--- config.mk ---
export PLATFORM = sky130hd
export DESIGN_NAME = hpoe_ctrl
export DESIGN_NICKNAME = d
export VERILOG_FILES = /design/src/include/hpoe_pkg.sv /design/src/hw/hpoe_ctrl.sv
export SDC_FILE = /design/constraint.sdc
export NUM_CORES = 1
export LEC_CHECK = 0
export ABC_AREA = 1
export BUFFER_PORTS_ARGS = -buffer_cell sky130_fd_sc_hd__buf_2
export CAP_MARGIN = 10
export CORE_MARGIN = 8
export CORE_UTILIZATION = 37
export DETAILED_ROUTE_END_ITERATION = 16
export PLACE_DENSITY = 0.83
export RECOVER_POWER = 100
export SYNTH_ARGS = -nofsm -noshare
export SYNTH_HDL_FRONTEND = slang
export SYNTH_SLANG_ARGS = --single-unit
--- constraint.sdc ---
create_clock -name pclk -period 2.4 [get_ports pclk]
set_clock_uncertainty 0.05 [all_clocks]
set_input_delay 0.48 -clock pclk [delete_from_list [all_inputs] [get_ports pclk]]
set_output_delay 0.48 -clock pclk [all_outputs]
set_load 0.1 [all_outputs]
--- src/include/hpoe_pkg.sv ---
`default_nettype none
package hpoe_pkg;

  // Register index as printed; 0x5A is not a multiple of four, so byte address is four times it.
  localparam logic [7:0]  HPOE_STAGE_IDX      = 8'h5A;
  localparam logic [9:0]  HPOE_STAGE_ADDR     = {HPOE_STAGE_IDX, 2'b00};
  localparam logic [7:0]  HPOE_STAGE_RESET    = 8'h00;

  // Field positions inside the stage enable register.
  localparam int unsigned HPOE_BIT_R_IN       = 0;
  localparam int unsigned HPOE_BIT_R_MID      = 1;
  localparam int unsigned HPOE_BIT_R_OUT      = 2;
  localparam int unsigned HPOE_BIT_R_SHORT    = 3;
  localparam int unsigned HPOE_BIT_L_IN       = 4;
  localparam int unsigned HPOE_BIT_L_MID      = 5;
  localparam int unsigned HPOE_BIT_L_OUT      = 6;
  localparam int unsigned HPOE_BIT_L_SHORT    = 7;

  // Least gap the host should leave between input and intermediate stage enables.
  localparam int unsigned HPOE_MID_GAP_NS     = 20000;
  localparam int unsigned HPOE_CLK_PERIOD_NS  = 4;
  localparam int unsigned HPOE_MID_GAP_CYC    = (HPOE_MID_GAP_NS + HPOE_CLK_PERIOD_NS - 1) / HPOE_CLK_PERIOD_NS;

endpackage : hpoe_pkg
`default_nettype wire

--- src/hw/hpoe_ctrl.sv ---
`timescale 1ns/1ns
`default_nettype none

module hpoe_ctrl
  import hpoe_pkg::*;
(
  // Clock, reset and the APB request from the host.
  input  wire logic        pclk,
  input  wire logic        presetn,
  input  wire logic        psel,
  input  wire logic        penable,
  input  wire logic        pwrite,
  input  wire logic [11:0] paddr,
  input  wire logic [31:0] pwdata,
  input  wire logic [3:0]  pstrb,
  // APB answer, registered.
  output logic      [31:0] prdata,
  output logic             pready,
  output logic             pslverr,
  // Analog stage controls, each from a flip-flop, in register bit order.
  output logic             left_short_release,
  output logic             left_out_stage_on,
  output logic             left_mid_stage_on,
  output logic             left_in_stage_on,
  output logic             right_short_release,
  output logic             right_out_stage_on,
  output logic             right_mid_stage_on,
  output logic             right_in_stage_on
);

  logic [7:0]  stage_q;    // Stage enable register contents.
  logic [7:0]  stage_d;    // Next value of the stage enable register.
  logic [31:0] prdata_d;   // Read data presented in the access phase.
  logic        pready_d;   // Ready is raised for the access phase only.
  logic        pslverr_d;  // Error flag for unmapped addresses.
  logic        hit;        // The address selects the stage register.
  logic        setup;      // A setup cycle is under way.
  logic        wr_commit;  // A write to the stage register completes at this edge.
  logic [7:0]  pin_vec;    // Stage pins gathered in register bit order, for the checks.

  // Decode the address and note setup cycles; upper address bits must be zero.
  assign hit   = (paddr == {2'b00, HPOE_STAGE_ADDR});
  assign setup = psel && !penable;

  // A write lands only on the completing access edge, and only with lane 0 strobed; a cleared
  // strobe leaves the register alone so that writes aimed at other lanes cannot upset the stages.
  assign wr_commit = psel && penable && pready && hit && pwrite && pstrb[0];

  // Stage pins gathered in register bit order for the checks below.
  assign pin_vec = {left_short_release, left_out_stage_on, left_mid_stage_on, left_in_stage_on,
                    right_short_release, right_out_stage_on, right_mid_stage_on, right_in_stage_on};

  // Work out the next register value and the bus answer.
  always_comb
  begin
    stage_d   = stage_q;
    prdata_d  = 32'h0000_0000;
    pready_d  = 1'b0;
    pslverr_d = 1'b0;
    // Each transfer answers in its first access cycle, so the setup cycle prepares the answer.
    if (setup)
    begin
      pready_d  = 1'b1;
      // Any address but the stage register is refused, and a write there is dropped.
      pslverr_d = !hit;
      // Reads of the stage register return the bits last written, upper bits zero.
      if (hit && !pwrite)
      begin
        prdata_d = {24'h00_0000, stage_q};
      end
    end
    // The write lands at the completing access edge; lane 0 carries the byte.
    // Upper lanes of the write data are ignored, since the register is one byte wide.
    if (wr_commit)
    begin
      stage_d = pwdata[7:0];
    end
  end

  // Register the stage bits and the bus answer.
  // Ready is registered, so every transfer has exactly one access cycle and no wait state.
  always_ff @(posedge pclk or negedge presetn)
  begin
    if (!presetn)
    begin
      // All bits clear, so the stages start powered down with both shorts applied.
      stage_q <= HPOE_STAGE_RESET;
      prdata  <= 32'h0000_0000;
      pready  <= 1'b0;
      pslverr <= 1'b0;
    end
    else
    begin
      stage_q <= stage_d;
      prdata  <= prdata_d;
      pready  <= pready_d;
      pslverr <= pslverr_d;
    end
  end

  // Drive each analog stage control from its own flip-flop copy of the register bit.
  // The copies load the same next value as the register, so pins and register never disagree,
  // and the analog side sees no decode glitches.
  always_ff @(posedge pclk or negedge presetn)
  begin
    if (!presetn)
    begin
      // Every stage starts off and both shorts stay applied.
      left_short_release  <= 1'b0;
      left_out_stage_on   <= 1'b0;
      left_mid_stage_on   <= 1'b0;
      left_in_stage_on    <= 1'b0;
      right_short_release <= 1'b0;
      right_out_stage_on  <= 1'b0;
      right_mid_stage_on  <= 1'b0;
      right_in_stage_on   <= 1'b0;
    end
    else
    begin
      left_short_release  <= stage_d[HPOE_BIT_L_SHORT];
      left_out_stage_on   <= stage_d[HPOE_BIT_L_OUT];
      left_mid_stage_on   <= stage_d[HPOE_BIT_L_MID];
      left_in_stage_on    <= stage_d[HPOE_BIT_L_IN];
      right_short_release <= stage_d[HPOE_BIT_R_SHORT];
      right_out_stage_on  <= stage_d[HPOE_BIT_R_OUT];
      right_mid_stage_on  <= stage_d[HPOE_BIT_R_MID];
      right_in_stage_on   <= stage_d[HPOE_BIT_R_IN];
    end
  end
endmodule : hpoe_ctrl
`default_nettype wire

* Word-level counts from Yosys, hierarchy flattened
Cells that the tools add are included.
Word-level totals: bits in registers 50, input port bits 53, output and inout port bits 42, logic and storage cells 28
Cells by class: equal/unequal tests 1, muxes and demuxes 5, reduce and logical (&&, ||, !) cells 10
Operators with widths (count):
- 32-bit 2-to-1 mux | 1
- 8-bit 2-to-1 mux | 2
- 12-bit by 9-bit equality test with 1-bit output (second input constant) | 1
- 1-bit logical AND | 7
- 1-bit logical NOT | 3
- 1-bit 2-to-1 mux | 2

* Longest topological paths before layout
depth after elaboration 6, mapped depth 7, mapped depth without buffers 7

* Worst setup path before layout
No wires, ideal clock.
kind register to register, from register pready, to register left_short_release, library setup time 122 ps, arrival time 1711 ps, required time 2228 ps, path slack 517 ps, cell stages (with the launch flop) 6, path buffers 0, period minus slack after synthesis 1883 ps, path through dfrtp_1 > nand3_1 > nor2_4 > nand3_1 > nand2_1 > nand2_1
Between the ends: word-level cells in the longest chain between the ends 5
RTL lines:
- start: declaration | line hpoe_ctrl.sv:18 | output logic pready,
- start signal: assignment | line hpoe_ctrl.sv:96 | pready <= pready_d;
- 1-bit logical AND (4 in a row) | line hpoe_ctrl.sv:47 | assign wr_commit = psel && penable && pready && hit && pwrite && pstrb[0];
- 8-bit 2-to-1 mux | line hpoe_ctrl.sv:74 | if (wr_commit)
- end signal: assignment | line hpoe_ctrl.sv:120 | left_short_release <= stage_d[HPOE_BIT_L_SHORT];
- end: declaration | line hpoe_ctrl.sv:21 | output logic left_short_release,
No other way between the ends.

==> impl_metrics.toml <==
[outcome]
status = "completed"

[logic_synthesis]
syn-cell-area_um2 = 937
syn_avg_cell_area_um2 = 8.76
syn_inst = 107
synth-seq-cells = 18
ys_warn_count = 0
synth.top_cell.area_share_pct = 48.1
synthTopCellsByArea = "dfrtp_1, buf_4, nand2_1, nor2_1, nand4_1"
synth.distinct_cells = 14
synth_seq_area_share_pct = 48.1
yosys.area.top_type = "dfrtp_1"

[power]
p_leak_nw = 0.707
power.total_mw = 0.710
peakVddDrop_mv = 0.482
p_per_area_nw_per_um2 = 632

[layout]
postLayoutCoreUtil_pct = 46.2
multi_input_area_um2 = 352
area_growth_pct = 19.9
layout_commonest_cell = "buf_2"
final_cell_mix = "buf_2, nand2_1, conb_1"
nNetsFinal = 207
nFillCells = 266
drive_above_1_share_pct = 32.7
regArea_um2 = 450
n_antenna_cell = 0

[setup_path]
required_ps = 1870
path_cells = "buf_2"
rr_worst_depth = 5
worstSetupPathType = "reg2out"
cp_data_arrival_time_ps = 1140
crit_cells = 1
max_stage_delay_ps = 450
worst-path-max-fanout = 3
critPathTopFamily = "buffers and inverters"
worstSetupEndpointType = "output port"
worst-path-buf-inv = 1
cp-start-kind = "flip-flop"
critPathSlowestCell = "buf_2"

[placement]
portBuffers = 43
dp_hpwl_mm = 1.88
gp_congestion = 0.689
dp_slack_ps = 770

[cts]
cts_made_buffers = 3
cts_setup_buffers = 0
cts_tree = "done"
path_clk_slew_ps = 100
clk_latency_ps = 290
cts_root_buf = "clkbuf_4"
cts.repair.resized = 0
cts.htree.levels = 1
cts.sinks = 18
clk_path_buf_depth = 2
ctsHoldBuffers = 0

[timing]
drv_slew = 0
tns_ps = 0
period_needed_ps = 1670
rsz0062_at_grt = "no"
finalSetupViolations = 0
hold_violations = 0
slew_headroom_pct = 37.8
layout_setup_ws_ps = 733
fmax_mhz = 600
fin_crit_sh_pct = 69.5
worst_pin_slew_ps = 932

[grt]
grt_max_degree = 19
grt_overflow_total = 0
grt_usage_pct = 10.7
grt_pass1_wl_mm = 3.71
grt_pass1_vias = 849
antenna_found_initial = 0

[route]
firstDrtPassIters = 4
wl_met2_mm = 1.14
routed.top_layer = "met4"
routed_wl_mm = 2.26
via_count = 759
ant_nets = 0
wl_met1_um = 852
viasPerCell = 4.15
dr_wl_met3_um = 254
initialDrtViolationCount = 18
wl_per_cell_um = 12.4
route.detailed.drc = 0

[floorplan]
core-area_um2 = 2430
fp-row-count = 18
start_util_pct = 38.5
die_w_um = 66.3
die_y_um = 66.3
ios = 95
die-area_um2 = 4400

[hold_path]
hp-class = "in2async"

[run]
drv_cap = 0
## per-layer routing
layer / vias up / GRT usage [%]
met5: - / 0
met4: 0 / 3.20
met3: 2 / 5.25
met2: 42 / 19.1
met1: 337 / 10.8
li1: 378 / -
## logic make-up after synthesis
logic type / synth area share [%]
buffers and inverters: 22.6
AO/OA/AOI/OAI: 0.801
other: 0.400
AND/OR/NAND/NOR: 28.2
flip-flops: 48.1
## worst paths after layout
path | startpoint | endpoint | slack [ps]
max | stage_q[6] | left_out_stage_on | 730
min | presetn | prdata[7] | 240
max reg2reg | pready | stage_q[6] | 810
min reg2reg | stage_q[0] | stage_q[0] | 470
max in group asynchronous | presetn | stage_q[1] | 1500
min in group pclk | pwdata[4] | stage_q[4] | 370
## metrics by stage
step	hold slack, ps	instances	instance area [um2]
2_1_floorplan	134	130	1020
3_3_place_gp	367	179	1100
3_5_place_dp	376	179	1100
4_1_cts	45.3	183	1130
5_1_grt	303	183	1120
6_report	244	183	1120
## final cells by class
cell class | count | area share [%]
Inverter | 5 | 1.67
Clock buffer | 4 | 3.23
Sequential cell | 18 | 40.1
Timing Repair Buffer | 45 | 20.4
Tap cell | 30 | 3.34
Multi-Input combinational cell | 81 | 31.3
## Yosys cell counts, drive strengths merged
cell,number
nand2,27
buf,26
dfrtp,18
nor2,17
nand4,8
inv,5
nand3,2
a21boi,1
and2,1
conb,1
nand3b,1
## flip-flops by register name, indices dropped and copies added, names as in the netlist
register            cells
pready                  1
pslverr                 1
prdata                  8
left_short_release      1
stage_q                 7
## report_power, final
part	internal (mW)	total (mW)	switching (mW)
Sequential	0.305	0.305	0.000668
Clock	0.0925	0.187	0.0945
Combinational	0.0197	0.217	0.197
Note: power is estimated with default switching activity, not from simulation.
